`src/rtl/swrc_pkg.sv`:
```
// Shared constants and types for the software reset control block
package swrc_pkg;

  // Register width and layout
  localparam int SWRC_REG_W = 16;
  localparam logic [15:0] SWRC_RESET_VAL = 16'h0000;
  // Writable bits; the four upper bits are reserved
  localparam logic [15:0] SWRC_WR_MASK = 16'h0FFF;

  // Field positions
  localparam int SWRC_OUT_RST_BIT = 11;
  localparam int SWRC_CFG_RST_BIT = 10;
  localparam int SWRC_DIG_RST_BIT = 9;
  localparam int SWRC_LOADER_BIT = 8;
  localparam int SWRC_OCSS_BIT = 7;
  localparam int SWRC_CONV_BIT = 6;
  localparam int SWRC_DPLL_BIT = 5;
  localparam int SWRC_MON_HI_BIT = 4;
  localparam int SWRC_MON_LO_BIT = 0;
  localparam int SWRC_NUM_MON = 5;

  // Width of the static configuration select pins
  localparam int SWRC_SEL_W = 3;
  // Reset value of the latched select pins
  localparam logic [2:0] SWRC_SEL_RESET = 3'h0;

  // Edges the driver reset is held after the bit clears
  localparam int SWRC_DRV_HOLD_CYC = 2;

  // Entry point of the restarted startup sequence
  typedef enum logic {
    SWRC_ENTRY_BIAS_CAL,
    SWRC_ENTRY_PIN_LATCH
  } swrc_entry_e;

  // Reset sequencing states
  typedef enum logic [1:0] {
    SWRC_IDLE,
    SWRC_WAIT_TXN,
    SWRC_FIRE
  } swrc_state_e;

endpackage

```
`src/rtl/swrc_reset_ctrl.sv`:
```
// Software reset control register with reset pulses and hold levels
// Notes on behaviour
// - Output driver bit holds drivers reset, disabled.
// - Driver reset asserts at once, may glitch.
// - Config reset clears all, restarts at bias.
// - Config reset writes ignored during startup.
// - Config reset never re-samples select pins.
// - Config-set reset reloads that same configuration.
// - Serial-set reset loads power-up latched selection.
// - Serial config reset waits for transaction end.
// - Digital reset clears all, restarts at latch.
// - Loader held reset while its bit set.
// - Overclock and spread held while bit set.
// - Converter PLL logic held while bit set.
// - Digital PLL held while its bit set.
// - Each monitor held by its own bit.
`timescale 1ns/10ps

module swrc_reset_ctrl
  import swrc_pkg::*;
(
  // System clock, 10 MHz
  input wire logic clk,
  // Asynchronous reset, active high
  input wire logic rst,
  // One-cycle register write strobe
  input wire logic reg_wr,
  // Register write data
  input wire logic [15:0] reg_wr_data,
  // High when the write comes from a user configuration
  input wire logic wr_from_config,
  // Index of the user configuration currently loading
  input wire logic [2:0] active_config_id,
  // Pulse at the end of a serial port write transaction
  input wire logic serial_txn_done,
  // High while the startup sequence runs
  input wire logic startup_busy,
  // Pulse from the sequencer at its pin latching step
  input wire logic pin_latch_step,
  // Static configuration select pins, asynchronous
  input wire logic [2:0] config_select_pins,
  // Register read data
  output logic [15:0] reg_rd_data,
  // Reset and disable for every clock output driver
  output logic output_driver_reset,
  // One-cycle pulse resetting all digital logic
  output logic digital_logic_reset,
  // One-cycle pulse restarting the startup sequence
  output logic restart_req,
  // Entry point of that restart
  output swrc_entry_e restart_entry,
  // User configuration to load on that restart
  output logic [2:0] restart_config,
  // Select pins as latched at the pin latching step
  output logic [2:0] latched_select,
  // Hold levels for the sub-blocks
  output logic config_loader_reset,
  output logic overclock_spread_reset,
  output logic converter_pll_logic_reset,
  output logic digital_pll_reset,
  output logic [4:0] monitor_reset
);

  // The register itself
  logic [15:0] reg_ff;
  logic [15:0] nxt_reg;
  // Sequencing state
  swrc_state_e state_ff;
  swrc_state_e nxt_state;
  // Pending reset is a digital reset (else config reset)
  logic kind_dig_ff;
  logic nxt_kind_dig;
  // Pending reset was written by a user configuration
  logic src_cfg_ff;
  logic nxt_src_cfg;
  // Configuration that wrote the pending reset
  logic [2:0] cfg_id_ff;
  logic [2:0] nxt_cfg_id;
  // Pin synchroniser and the stable pin value
  logic [2:0] pin_s1_ff;
  logic [2:0] pin_s2_ff;
  logic [2:0] pin_s3_ff;
  logic [2:0] pin_stable_ff;
  // Latched select pins
  logic [2:0] latched_ff;
  // Driver release hold chain
  logic [1:0] drv_hold_ff;
  // Registered restart outputs
  logic restart_ff;
  logic entry_bias_ff;
  logic [2:0] restart_cfg_ff;

  // Decode of the incoming write
  wire logic [15:0] wr_masked;
  wire logic cfg_wr_ok;
  wire logic cfg_req;
  wire logic dig_req;
  wire logic any_req;
  wire logic fire;
  wire logic [15:0] wr_value;

  // Reserved bits dropped from the written value
  // reserved writes dropped
  assign wr_masked = reg_wr_data & SWRC_WR_MASK;

  // Config reset writes count only outside startup
  // mask during startup
  assign cfg_wr_ok = ~startup_busy;

  // Config reset request from this write
  // config source accepted
  assign cfg_req = reg_wr & cfg_wr_ok & wr_masked[SWRC_CFG_RST_BIT];

  // Digital reset request from this write
  assign dig_req = reg_wr & wr_masked[SWRC_DIG_RST_BIT];

  // Either self-clearing reset requested
  assign any_req = cfg_req | dig_req;

  // Reset fires in the fire state only
  assign fire = (state_ff == SWRC_FIRE);

  // Written value, config bit kept while masked
  assign wr_value = cfg_wr_ok ? wr_masked :
    {wr_masked[15:11], reg_ff[SWRC_CFG_RST_BIT], wr_masked[9:0]};

  // Next register value
  always_comb begin
    nxt_reg = reg_ff;
    if (fire) begin
      nxt_reg = SWRC_RESET_VAL;
    end else if (reg_wr && (state_ff == SWRC_IDLE)) begin
      // Plain write while nothing pending
      nxt_reg = wr_value;
    end else if (reg_wr) begin
      // Pending reset: other fields still written
      nxt_reg = wr_value | (reg_ff & 16'h0600);
    end
  end

  // Sequencing of the self-clearing resets
  always_comb begin
    nxt_state = state_ff;
    nxt_kind_dig = kind_dig_ff;
    nxt_src_cfg = src_cfg_ff;
    nxt_cfg_id = cfg_id_ff;
    unique case (state_ff)
      // Wait for a reset request
      SWRC_IDLE: begin
        if (any_req) begin
          // Digital reset wins when both are set
          nxt_kind_dig = dig_req;
          nxt_src_cfg = wr_from_config;
          nxt_cfg_id = active_config_id;
          if (wr_from_config || serial_txn_done) begin
            nxt_state = SWRC_FIRE;
          end else begin
            nxt_state = SWRC_WAIT_TXN;
          end
        end
      end
      // Serial write still in progress
      SWRC_WAIT_TXN: begin
        if (serial_txn_done) begin
          nxt_state = SWRC_FIRE;
        end
      end
      // One cycle of reset and restart
      SWRC_FIRE: begin
        nxt_state = SWRC_IDLE;
      end
      // Unused code falls back to idle
      default: begin
        nxt_state = SWRC_IDLE;
      end
    endcase
  end

  // Register and sequencer state
  always_ff @(posedge clk or posedge rst) begin
    if (rst) begin
      reg_ff <= SWRC_RESET_VAL;
      state_ff <= SWRC_IDLE;
      kind_dig_ff <= 1'b0;
      src_cfg_ff <= 1'b0;
      cfg_id_ff <= SWRC_SEL_RESET;
    end else begin
      reg_ff <= nxt_reg;
      state_ff <= nxt_state;
      kind_dig_ff <= nxt_kind_dig;
      src_cfg_ff <= nxt_src_cfg;
      cfg_id_ff <= nxt_cfg_id;
    end
  end

  // Three-stage pin synchroniser
  always_ff @(posedge clk or posedge rst) begin
    if (rst) begin
      pin_s1_ff <= SWRC_SEL_RESET;
      pin_s2_ff <= SWRC_SEL_RESET;
      pin_s3_ff <= SWRC_SEL_RESET;
    end else begin
      pin_s1_ff <= config_select_pins;
      pin_s2_ff <= pin_s1_ff;
      pin_s3_ff <= pin_s2_ff;
    end
  end

  // Pin value counts once stages two and three agree
  always_ff @(posedge clk or posedge rst) begin
    if (rst) begin
      pin_stable_ff <= SWRC_SEL_RESET;
    end else if (pin_s2_ff == pin_s3_ff) begin
      pin_stable_ff <= pin_s3_ff;
    end
  end

  // Pins latched only at the sequencer's latch step
  always_ff @(posedge clk or posedge rst) begin
    if (rst) begin
      latched_ff <= SWRC_SEL_RESET;
    end else if (pin_latch_step) begin
      latched_ff <= pin_stable_ff;
    end
  end

  // Restart pulse, entry point and configuration
  always_ff @(posedge clk or posedge rst) begin
    if (rst) begin
      restart_ff <= 1'b0;
      entry_bias_ff <= 1'b0;
      restart_cfg_ff <= SWRC_SEL_RESET;
    end else begin
      restart_ff <= fire;
      if (fire) begin
        entry_bias_ff <= ~kind_dig_ff;
        restart_cfg_ff <= (src_cfg_ff && !kind_dig_ff) ? cfg_id_ff : latched_ff;
      end
    end
  end

  // Driver reset release chain, loaded with ones while the driver bit is high
  always_ff @(posedge clk or posedge rst) begin
    if (rst) begin
      drv_hold_ff <= 2'h0;
    end else if (reg_ff[SWRC_OUT_RST_BIT]) begin
      drv_hold_ff <= 2'h3;
    end else begin
      drv_hold_ff <= {drv_hold_ff[0], 1'b0};
    end
  end

  assign output_driver_reset = reg_ff[SWRC_OUT_RST_BIT] | drv_hold_ff[SWRC_DRV_HOLD_CYC - 1];

  // Reset pulse to the digital logic
  // digital logic reset
  assign digital_logic_reset = restart_ff;
  assign restart_req = restart_ff;
  assign restart_entry = entry_bias_ff ? SWRC_ENTRY_BIAS_CAL : SWRC_ENTRY_PIN_LATCH;
  assign restart_config = restart_cfg_ff;
  assign latched_select = latched_ff;

  assign config_loader_reset = reg_ff[SWRC_LOADER_BIT];
  assign overclock_spread_reset = reg_ff[SWRC_OCSS_BIT];
  assign converter_pll_logic_reset = reg_ff[SWRC_CONV_BIT];
  assign digital_pll_reset = reg_ff[SWRC_DPLL_BIT];

  // One hold level per clock monitor
  // Monitor n sits n bits above the lowest monitor bit
  genvar gi;
  generate
    for (gi = 0; gi < SWRC_NUM_MON; gi++) begin : g_mon
      assign monitor_reset[gi] = reg_ff[SWRC_MON_LO_BIT + gi];
    end
  endgenerate

  // Read data, reserved bits zero
  // reserved read zero
  assign reg_rd_data = reg_ff & SWRC_WR_MASK;

endmodule

```
`config.mk`:
```
export PLATFORM = sky130hd
export DESIGN_NAME = swrc_reset_ctrl
export DESIGN_NICKNAME = d
export VERILOG_FILES = /design/src/rtl/swrc_pkg.sv /design/src/rtl/swrc_reset_ctrl.sv
export SDC_FILE = /design/constraint.sdc
export NUM_CORES = 1
export LEC_CHECK = 0
export BUFFER_PORTS_ARGS = -buffer_cell sky130_fd_sc_hd__buf_2
export CORE_MARGIN = 2
export CORE_UTILIZATION = 51
export CTS_BUF_LIST = sky130_fd_sc_hd__clkbuf_4 sky130_fd_sc_hd__clkbuf_8
export DETAILED_ROUTE_END_ITERATION = 10
export HOLD_SLACK_MARGIN = 0.06
export PLACE_DENSITY = 0.82
export SKIP_CTS_REPAIR_TIMING = 1
export SLEW_MARGIN = 15
export SYNTH_ARGS = -nofsm -noshare
export SYNTH_HDL_FRONTEND = slang
export SYNTH_SLANG_ARGS = --single-unit
export TNS_END_PERCENT = 50
```
`constraint.sdc`:
```
create_clock -name clk -period 1.42 [get_ports clk]
set_input_delay 0.071 -clock clk [delete_from_list [all_inputs] [get_ports clk]]
set_output_delay 0.071 -clock clk [all_outputs]
set_load 0.1 [all_outputs]
```
==> flow_summary.json, run 1 <==
{
  "combinational_family_with_the_most_area_after_synthesis": "multiplexers",
  "grt_first_pass_wirelength_um": 5057,
  "drt_first_iter_violations": 52,
  "worstHoldPathType": "in -> reg",
  "yosys-mux-area-fraction_pct": 14.20,
  "setup.worst_path.start_class": "flip-flop",
  "chipWidth_um": 63.52,
  "antenna_found_initial": 0,
  "cts_buffers": 5,
  "vias": 1214,
  "crit_fanout": 5,
  "global_route.usage.total_pct": 16.65,
  "ys_seq_elements": 41,
  "worst_ep_arrival_time_ns": 1.27,
  "synth_area_per_cell_um2": 13.69,
  "cp_data_required_time_ns": 1.35,
  "ioPinCount": 64,
  "area_delta_synth_final_pct": 27.84,
  "worstPathCellList": "or2_2 -> buf_6",
  "dp_hpwl_um": 2312,
  "worst_clock_skew_ns": 0.01305,
  "grt_remaining_overflow": 0,
  "initial_util_pct": 53.72,
  "fmax_ghz": 0.7478,
  "synth.top_cells.by_count": "sky130_fd_sc_hd__dfrtp_1, sky130_fd_sc_hd__buf_4, sky130_fd_sc_hd__mux2i_1",
  "finalWeightedCongestion": 0.6897,
  "synth-compound-area-share_pct": 6.579,
  "avgRoutedWirePerCell_um": 13.54,
  "synth-xor-area-share_pct": 1.454,
  "kind_of_cell_adding_the_most_delay_to_the_critical_path": "flip-flops",
  "end_kind": "primary output",
  "nFillCells": 282,
  "p_leak_nw": 1.147,
  "synth_cell_types": 32,
  "grt_setup_unrepaired": "false",
  "synth_top_flop_cell": "sky130_fd_sc_hd__dfrtp_1",
  "post_route_cells_drive_above_1_share_pct": 43.63,
  "fin_crit_ns": 1.337,
  "crit_type": "reg -> out",
  "place_inst": 222,
  "clock_sinks": 41,
  "placeableCoreArea_mm2": 0.003363,
  "timing.final.setup_violations": 0,
  "ant_nets": 0,
  "worstSkewPairLatency_ns": 0.35,
  "ir_drop_v": 0.0009165,
  "routed_wl_um": 3384,
  "p_per_area_mw_per_mm2": 1784,
  "die_area_mm2": 0.004035,
  "synth.most_common_cell": "sky130_fd_sc_hd__dfrtp_1",
  "finalHoldViolations": 0,
  "final_nets": 232,
  "drt_drc_violations_left": 0,
  "synthesis.yosys.warnings": 0,
  "std_cell_rows": 21,
  "synthesis.area_mm2": 0.001807,
  "synthesis.instances": 132,
  "run_status": "finished clean",
  "ys_async_sr_fraction_pct": 100.0,
  "yosys.area_share.simple_pct": 11.57,
  "critPathSlowestCell": "sky130_fd_sc_hd__dfrtp_2",
  "synthAdderAreaFrac_pct": 0,
  "drt-vias-per-instance": 4.856,
  "grt_pass1_vias": 1107,
  "htree_levels": 2,
  "synth_largest_area_cell": "sky130_fd_sc_hd__dfrtp_1",
  "cts_root_buffer": "sky130_fd_sc_hd__clkbuf_4",
  "maximum_clock_path_buffer_count": 2,
  "finalCritPeriodShare_pct": 94.18,
  "tritoncts": "done",
  "count_of_antenna_diodes_in_the_layout": 0,
  "synth_seq_area_share_pct": 56.79,
  "timing_max_transition_violations_final": 0,
  "maximum_number_of_pins_on_one_net_before_global_route_repair": 18,
  "max_stage_delay_ns": 0.44,
  "path_buf_inv": 1,
  "ranking_of_synthesized_cells_by_area": "sky130_fd_sc_hd__dfrtp_1, sky130_fd_sc_hd__mux2i_1, sky130_fd_sc_hd__buf_4",
  "post_route_setup_slack_ns": 0.08268,
  "cts.reportedPaths.clkPinSlew_ns": 0.12,
  "synth_enable_flop_cells": 0,
  "synthDominantCellAreaShare_pct": 56.79,
  "pre_cts_slack_ns": 0.1499,
  "power_mw": 4.120,
  "timing.setup.tns_ns": 0,
  "die_height_um": 63.52,
  "maxCapViolCount": 0,
  "dr.pass1.iters": 4,
  "final-instance-count-excl-fill": 250,
  "place.port_buffers": 55
}
layer usage:
metal | part of all wire, % | vias up | routed length, um | global-route usage (%)
li1 | - | 569 | - | -
met1 | 38 | 597 | 1294 | 18.55
met2 | 55 | 41 | 1857 | 29.21
met3 | 4.8 | 7 | 162 | 5.536
met4 | 2.0 | 0 | 69 | 6.522
met5 | 0 | - | 0 | 0
placed cells by master, fill, tap and decap left out, types with 2 or more instances in the layout:
master                           n
sky130_fd_sc_hd__mux2_2          3
sky130_fd_sc_hd__nor2_1          4
sky130_fd_sc_hd__mux2_1          2
sky130_fd_sc_hd__nor2_4         10
sky130_fd_sc_hd__dlygate4sd3_1  20
sky130_fd_sc_hd__buf_4           3
sky130_fd_sc_hd__o21ai_0         2
sky130_fd_sc_hd__inv_1           4
sky130_fd_sc_hd__a211oi_1        2
sky130_fd_sc_hd__buf_2          54
sky130_fd_sc_hd__mux2_4          4
sky130_fd_sc_hd__o21ai_1         2
sky130_fd_sc_hd__mux2i_1        14
sky130_fd_sc_hd__dfrtp_1        40
sky130_fd_sc_hd__a21oi_1         6
sky130_fd_sc_hd__clkbuf_4        8
sky130_fd_sc_hd__conb_1          4
sky130_fd_sc_hd__xnor2_1         3
sky130_fd_sc_hd__or2_2           2
cells by family (layout without fill, tap and decap cells):
family,after synthesis,count (layout)
AO/OA/AOI/OAI,17,17
XOR/XNOR,3,3
multiplexers,23,23
flip-flops,41,41
other,1,4
buffers and inverters,22,91
AND/OR/NAND/NOR,25,25
worst min-delay path: stages:
cell and delay [ns]:
sky130_fd_sc_hd__buf_2 0.09, sky130_fd_sc_hd__and3b_1 0.15, sky130_fd_sc_hd__o21a_1 0.10
cell type report:
| cell class | instances | area, um2 | share of cell area (%) |
|---|---|---|---|
| multi-input combinational | 72 | 625.6 | 27.09 |
| sequential | 41 | 1027 | 44.47 |
| clock buffer | 8 | 60.06 | 2.600 |
| tap | 46 | 57.56 | 2.492 |
| timing repair buffer | 79 | 524.3 | 22.70 |
| inverter | 4 | 15.01 | 0.6501 |
stage by stage:
stage | utilization, % | hold slack (ns) | area, um2
2_1_floorplan | - | 0.1024 | 1819
3_3_place_gp | 60.75 | 0.09038 | 2043
3_5_place_dp | 60.75 | 0.1045 | 2043
4_1_cts | 62.54 | -0.2745 | 2103
5_1_grt | 68.68 | 0.09064 | 2310
6_report | 68.68 | 0.09523 | 2310
sequential cells by signal, summed over array words and instances, names as in the netlist:
signal and count:
cfg_id_ff 3, digital_logic_reset 1, drv_hold_ff 2, entry_bias_ff 1, kind_dig_ff 1, latched_select 3, pin_s1_ff 3, pin_s2_ff 3
pin_s3_ff 3, pin_stable_ff 3, reg_ff 12, restart_config 3, src_cfg_ff 1, state_ff 2
power breakdown:
part | internal (mW) | switching [mW]
clock network | 0.255 | 0.338
logic | 0.399 | 1.63
registers | 1.37 | 0.127
path summary, 6_finish.rpt:
check | start | endpoint | slack (ns) | depth (start not counted)
max | reg_ff[11]$_DFFE_PP0P_ | output_driver_reset | 0.08 | 2
max in group asynchronous | rst | pin_stable_ff[2]$_DFFE_PP0N_ | 0.57 | 4
max reg2reg | state_ff[1]$_DFFE_PP0P_ | reg_ff[3]$_DFFE_PP0P_ | 0.12 | 3
min reg2reg | pin_s1_ff[1]$_DFF_PP0_ | pin_s2_ff[1]$_DFF_PP0_ | 0.36 | 0
min | reg_wr_data[10] | reg_ff[10]$_DFFE_PP0P_ | 0.1 | 3
min in group asynchronous | rst | pin_s1_ff[1]$_DFF_PP0_ | 0.27 | 3
No activity file was read; power rests on OpenSTA's default activity.
==> run 2: changes to the inputs <==
ABC_AREA = 1   (was not set)
==> run 2 against run 1 <==
  * Sequential cell count unchanged
  * Sequential share of layout area increased by 0.34 points
  * Combinational power increased by 26%
  * Final area decreased by 0.27%
  * Core utilization increased by 0.35 points
  * Clock-buffer cell count decreased by 2
  * Hold slack improved by 0.033 ns
  * Clock skew decreased by 0.0023 ns
  * Clock power decreased by 6.9%
==> flow_summary.json, run 2 <==
{
  "run_status": "finished clean",
  "synth_seq_area_share_pct": 57.71,
  "synth_top_flop_cell": "sky130_fd_sc_hd__dfrtp_1",
  "synthDominantCellAreaShare_pct": 57.71,
  "synth-compound-area-share_pct": 3.730,
  "grt_remaining_overflow": 0,
  "setup.worst_path.start_class": "flip-flop",
  "placeableCoreArea_mm2": 0.003337,
  "timing_max_transition_violations_final": 0,
  "die_area_mm2": 0.003975,
  "yosys.area_share.simple_pct": 23.86,
  "synth_enable_flop_cells": 0,
  "vias": 1356,
  "hold_start": "reg_wr",
  "sequentialPowerShare_pct": 34.0,
  "chipWidth_um": 63.05,
  "finalCritPeriodShare_pct": 94.84,
  "maximum_number_of_pins_on_one_net_before_global_route_repair": 42,
  "dr.pass1.iters": 4,
  "maximum_clock_path_buffer_count": 2,
  "final_nets": 280,
  "grt_first_pass_wirelength_um": 5444,
  "finalHoldViolations": 0,
  "p_leak_nw": 1.248,
  "end_kind": "primary output",
  "reg2reg_slack_ns": 0.25,
  "switching_power_mw": 2.638,
  "ir_drop_v": 0.0007567,
  "crit_type": "reg -> out",
  "worstSkewPairLatency_ns": 0.34,
  "global_route.usage.total_pct": 17.79,
  "worst_clock_skew_ns": 0.01080,
  "combinational_family_with_the_most_area_after_synthesis": "simple AND/OR/NAND/NOR gates",
  "avgRoutedWirePerCell_um": 10.84,
  "fin_crit_ns": 1.347,
  "multi_input_comb_area_um2": 548.0,
  "ys_seq_elements": 41,
  "pwr-share-comb_pct": 54.3,
  "std_cell_rows": 21,
  "r2r.worst_path.cells": 5,
  "netSwitchingFraction_pct": 55.93,
  "dp_hpwl_um": 2243,
  "max_stage_delay_ns": 0.44,
  "synth-xor-area-share_pct": 0.4926,
  "nFillCells": 260,
  "synthesis.yosys.warnings": 0,
  "timing.final.setup_violations": 0,
  "fmax_ghz": 0.7426,
  "synthesis.instances": 179,
  "clock_sinks": 41,
  "final-instance-count-excl-fill": 298,
  "ys_async_sr_fraction_pct": 100.0,
  "maxCapViolCount": 0,
  "cts_root_buffer": "sky130_fd_sc_hd__clkbuf_4",
  "critPathSlowestCell": "sky130_fd_sc_hd__dfrtp_2",
  "initial_util_pct": 53.28,
  "registers.top_by_ff_count": "reg_ff",
  "synth_largest_area_cell": "sky130_fd_sc_hd__dfrtp_1",
  "seq_area_mm2": 0.001032,
  "timing.rr.start": "state_ff[0]$_DFFE_PP0P_",
  "drt_drc_violations_left": 0,
  "yosys-mux-area-fraction_pct": 1.900,
  "mostFrequentLayoutCell": "sky130_fd_sc_hd__buf_2",
  "synth.most_common_cell": "sky130_fd_sc_hd__nand2_1",
  "fin_worst_hold_slack_ns": 0.1283,
  "count_of_antenna_diodes_in_the_layout": 0,
  "layout_common_cells": "sky130_fd_sc_hd__buf_2, sky130_fd_sc_hd__nand2_1, sky130_fd_sc_hd__dfrtp_1",
  "worstHoldPathType": "in -> reg",
  "clock_power_share_pct": 11.7,
  "synth_area_per_cell_um2": 9.933,
  "drt_first_iter_violations": 39,
  "cp_data_required_time_ns": 1.35,
  "ant_nets": 0,
  "synthesis.area_mm2": 0.001778,
  "routed_wl_um": 3231,
  "grt_setup_unrepaired": "false",
  "max_reg_flops": 12,
  "ranking_of_synthesized_cells_by_area": "sky130_fd_sc_hd__dfrtp_1, sky130_fd_sc_hd__nand2_1, sky130_fd_sc_hd__buf_4",
  "synth.top_cells.by_count": "sky130_fd_sc_hd__nand2_1, sky130_fd_sc_hd__dfrtp_1, sky130_fd_sc_hd__nand3_1",
  "worstPathCellList": "or2_2 -> buf_6",
  "htree_levels": 2,
  "r2r-end": "reg_ff[2]$_DFFE_PP0P_",
  "area_delta_synth_final_pct": 29.56,
  "intPower_mw": 2.079,
  "post_route_cells_drive_above_1_share_pct": 36.51,
  "place.port_buffers": 55,
  "cts.reportedPaths.clkPinSlew_ns": 0.11,
  "grt_pass1_vias": 1251,
  "hold_end": "reg_ff[0]$_DFFE_PP0P_",
  "place_inst": 267,
  "hold_path_depth": 4,
  "drt-vias-per-instance": 4.550,
  "crit_fanout": 5,
  "synth_cell_types": 22,
  "cts_buffers": 5,
  "ioPinCount": 64,
  "finalWeightedCongestion": 0.8084,
  "worst_ep_arrival_time_ns": 1.28,
  "die_height_um": 63.05,
  "synthAdderAreaFrac_pct": 0,
  "p_per_area_mw_per_mm2": 2048,
  "tritoncts": "done",
  "antenna_found_initial": 0
}
[run 2: cell count changes in the layout (fill, tap and decap cells not counted), moves of 3 or more]
| cell | previous run | this run |
|---|---|---|
| sky130_fd_sc_hd__dfrtp_1 | 40 | 36 |
| sky130_fd_sc_hd__dfrtp_2 | 1 | 5 |
| sky130_fd_sc_hd__dlygate4sd3_1 | 20 | 23 |
| sky130_fd_sc_hd__inv_1 | 4 | 14 |
| sky130_fd_sc_hd__inv_2 | 0 | 3 |
| sky130_fd_sc_hd__mux2_4 | 4 | 0 |
| sky130_fd_sc_hd__mux2i_1 | 14 | 0 |
| sky130_fd_sc_hd__nand2_1 | 0 | 44 |
| sky130_fd_sc_hd__nand3_1 | 1 | 17 |
| sky130_fd_sc_hd__nand3_2 | 0 | 10 |
| sky130_fd_sc_hd__nor2_4 | 10 | 1 |
[run 2: cells by family (layout without fill, tap and decap cells)]
group                  after synthesis  count (layout)
AND/OR/NAND/NOR                     84              84
buffers and inverters               36             106
flip-flops                          41              41
multiplexers                         3               3
AO/OA/AOI/OAI                       13              13
other                                1               4
XOR/XNOR                             1               1
[run 2: layout make-up]
| class | instances | share of cell area [%] |
|---|---|---|
| repair buffers | 81 | 23.74 |
| inverters | 17 | 2.770 |
| well taps | 46 | 2.499 |
| flip-flops and latches | 41 | 44.81 |
| clock buffers | 6 | 1.955 |
| clock inverters | 2 | 0.4345 |
| multi-input cells | 105 | 23.79 |
[run 2: critical path: cells and delay by family (launching register included)]
family,cells,cell delay [ns]
simple gates,1,0.31
flops,1,0.44
buf+inv,1,0.19
[run 2: per-stage QoR]
| step | instance area (um2) | utilization, % | total power [mW] | setup slack (ns) | TNS [ns] |
|---|---|---|---|---|---|
| after floorplan | 1795 | - | 3.864 | -0.005215 | -0.02608 |
| after global placement | 2012 | 60.29 | 4.103 | 0.3231 | 0 |
| after detailed placement | 2012 | 60.29 | 4.141 | 0.2907 | 0 |
| after CTS | 2067 | 61.94 | 4.694 | -0.02924 | -0.02924 |
| after global routing | 2303 | 69.03 | 4.958 | 0.009512 | 0 |
| final | 2303 | 69.03 | 4.717 | 0.07331 | 0 |
[run 2: power groups by stage]
stage | Clock [mW] | Sequential [mW] | Combinational (mW)
2_1_floorplan | 0 | 2.66 | 1.20
3_3_place_gp | 0 | 1.62 | 2.48
3_5_place_dp | 0 | 1.63 | 2.51
4_1_cts | 0.575 | 1.61 | 2.51
5_1_grt | 0.637 | 1.65 | 2.67
6_report | 0.552 | 1.60 | 2.56
[run 2: worst max-delay path by stage]
stage	startpoint	end	slack [ns]	depth (start not counted)
after floorplan	reg_ff[4]$_DFFE_PP0P_	reg_rd_data[4]	-0.005	1
after global placement	state_ff[0]$_DFFE_PP0P_	reg_ff[4]$_DFFE_PP0P_	0.32	5
after detailed placement	state_ff[0]$_DFFE_PP0P_	reg_ff[2]$_DFFE_PP0P_	0.29	5
after CTS	reg_ff[11]$_DFFE_PP0P_	output_driver_reset	-0.03	2
after global routing	reg_ff[11]$_DFFE_PP0P_	output_driver_reset	0.01	2
final	reg_ff[11]$_DFFE_PP0P_	output_driver_reset	0.07	2
[run 2: metal layers]
metal / wire length [um] / track usage (%) / vias to the layer above
met1: 1392 / 22.28 / 605
met5: 0 / 0 / -
li1: - / - / 699
met4: 80 / 10.00 / 0
met3: 142 / 5.586 / 8
met2: 1616 / 27.26 / 44
==> run 3: changes to the inputs <==
==> constraint.sdc (replaced) <==
create_clock -name clk -period 1.42 [get_ports clk]
set_input_delay 0.284 -clock clk [delete_from_list [all_inputs] [get_ports clk]]
set_output_delay 0.284 -clock clk [all_outputs]
set_load 0.1 [all_outputs]
==> run 3 against run 2 <==
  * Register-to-register slack got worse by 0.05 ns
  * The run now ends with setup timing left
  * Final area fell by 1.8%
  * Die area did not move
  * Via count fell by 4.6%
  * Total power rose by 7.6%
  * Largest power group unchanged
  * Largest cell class unchanged
  * Sequential share of layout area rose by 0.84 points
  * Core utilization fell by 1.3 points
  * Critical path depth did not move
  * Wire length fell by 0.53%
  * Global-route usage fell by 0.99 points
  * Hold slack improved by 0.043 ns
==> flow_summary.json, run 3 (same netlist as run 2, synthesis figures left out) <==
{
  "post_route_cells_drive_above_1_share_pct": 40.25,
  "place.port_buffers": 55,
  "die_area_mm2": 0.003975,
  "critical_path_depth": 2,
  "post_route_setup_slack_ns": -0.05188,
  "worst_ep_arrival_time_ns": 1.19,
  "violations": "setup timing",
  "layout_common_cells": "sky130_fd_sc_hd__nand2_1, sky130_fd_sc_hd__dfrtp_1, sky130_fd_sc_hd__clkbuf_4",
  "critPathSlowestCell": "sky130_fd_sc_hd__dfrtp_2",
  "grt_pass1_vias": 1178,
  "global_route.usage.total_pct": 16.80,
  "max_stage_delay_ns": 0.44,
  "dp_hpwl_um": 2232,
  "worstPathCellList": "or2_4 -> buf_12",
  "max_reg_flops": 12,
  "timing.rr.start": "state_ff[0]$_DFFE_PP0P_",
  "timing_max_transition_violations_final": 0,
  "final_nets": 264,
  "initial_util_pct": 53.28,
  "run_status": "complete, but fails checks",
  "final_util_pct": 67.75,
  "chipWidth_um": 63.05,
  "fmax_ghz": 0.6794,
  "crit_type": "reg -> out",
  "kind_of_cell_adding_the_most_delay_to_the_critical_path": "flip-flops",
  "maximum_clock_path_buffer_count": 2,
  "finalHoldViolations": 0,
  "worstHoldPathType": "in -> reg",
  "ant_nets": 0,
  "ir_drop_v": 0.001001,
  "path_buf_inv": 1,
  "grt_first_pass_wirelength_um": 5154,
  "cts_root_buffer": "sky130_fd_sc_hd__clkbuf_4",
  "timing.final.setup_violations": 2,
  "final-instance-count-excl-fill": 282,
  "pre_cts_slack_ns": 0.1438,
  "p_leak_nw": 1.207,
  "antenna_found_initial": 0,
  "worstSkewPairLatency_ns": 0.34,
  "ioPinCount": 64,
  "mostFrequentLayoutCell": "sky130_fd_sc_hd__nand2_1",
  "grt_setup_unrepaired": "true",
  "std_cell_rows": 21,
  "placeableCoreArea_mm2": 0.003337,
  "area_delta_synth_final_pct": 27.16,
  "avgRoutedWirePerCell_um": 11.40,
  "timing.setup.tns_ns": -0.08569,
  "r2r-end": "reg_ff[3]$_DFFE_PP0P_",
  "htree_levels": 2,
  "count_of_antenna_diodes_in_the_layout": 0,
  "registers.top_by_ff_count": "reg_ff",
  "tritoncts": "done",
  "r2r.worst_path.cells": 5,
  "worst_setup_path_endpoint": "output_driver_reset",
  "p_per_area_mw_per_mm2": 2245,
  "vias": 1293,
  "finalCritPeriodShare_pct": 103.7,
  "setup.worst_path.start_class": "flip-flop",
  "end_kind": "primary output",
  "maxCapViolCount": 0,
  "die_height_um": 63.05,
  "drt_drc_violations_left": 0,
  "finalWeightedCongestion": 0.8241,
  "maximum_number_of_pins_on_one_net_before_global_route_repair": 42,
  "worst_setup_path_startpoint": "reg_ff[11]$_DFFE_PP0P_",
  "dr.pass1.iters": 4,
  "fin_crit_ns": 1.472,
  "reg2reg_slack_ns": 0.20,
  "drt_first_iter_violations": 47,
  "worst_clock_skew_ns": 0.009763,
  "routed_wl_um": 3214,
  "grt_remaining_overflow": 0,
  "cts_buffers": 5,
  "clock_sinks": 41,
  "crit_fanout": 5,
  "cp_data_required_time_ns": 1.14,
  "cts.reportedPaths.clkPinSlew_ns": 0.11,
  "place_inst": 269,
  "fin_worst_hold_slack_ns": 0.1718,
  "drt-vias-per-instance": 4.585
}
## run 3: cell types whose count changed in the layout (fill, tap and decap cells not counted), sizes merged
cell         change
buf             -22
bufinv           +1
clkbuf          +25
clkinv           -1
dlygate4sd3     -19
## run 3: report_power, final
group          internal (mW)  switching, mW
clock network          0.394          0.371
logic                  0.565           2.13
registers               1.43          0.179
total                   2.39           2.68
## run 3: tightest hold or removal path, delay by kind of cell
kind          cells  cell delay (ns)
simple gates      2             0.12
buf+inv           1             0.07
## run 3: cell type report
cell class | instances | area [um2]
Tap cell | 46 | 57.56
Multi-Input combinational cell | 105 | 550.5
Timing Repair Buffer | 65 | 473.0
Inverter | 17 | 63.81
Clock buffer | 6 | 45.04
Fill cell | 280 | 1076
Clock inverter | 2 | 38.79
Sequential cell | 41 | 1032
## run 3: worst min path at each step
stage | from | cells after the start | endpoint
4_1_cts | rst | 3 | restart_config[1]$_DFFE_PP0P_
5_1_grt | active_config_id[2] | 3 | cfg_id_ff[2]$_DFFE_PP0P_
3_5_place_dp | pin_s1_ff[1]$_DFF_PP0_ | 0 | pin_s2_ff[1]$_DFF_PP0_
6_report | reg_wr_data[5] | 3 | reg_ff[5]$_DFFE_PP0P_
3_3_place_gp | pin_s1_ff[1]$_DFF_PP0_ | 0 | pin_s2_ff[1]$_DFF_PP0_
2_1_floorplan | config_select_pins[0] | 0 | pin_s1_ff[0]$_DFF_PP0_
## run 3: per-layer routing
| layer | GRT usage, % | up-vias | wire [um] |
|---|---|---|---|
| li1 | - | 666 | - |
| met1 | 21.51 | 585 | 1446 |
| met2 | 27.13 | 36 | 1577 |
| met3 | 2.883 | 6 | 127 |
| met4 | 9.167 | 0 | 62 |
| met5 | 0 | - | 0 |
## run 3: metrics by stage
| stage | instance area (um2) | power, mW |
|---|---|---|
| after global placement | 2042 | 4.149 |
| after floorplan | 1795 | 3.864 |
| final | 2261 | 5.075 |
| after CTS | 2126 | 4.948 |
| after detailed placement | 2042 | 4.189 |
| after global routing | 2261 | 5.306 |
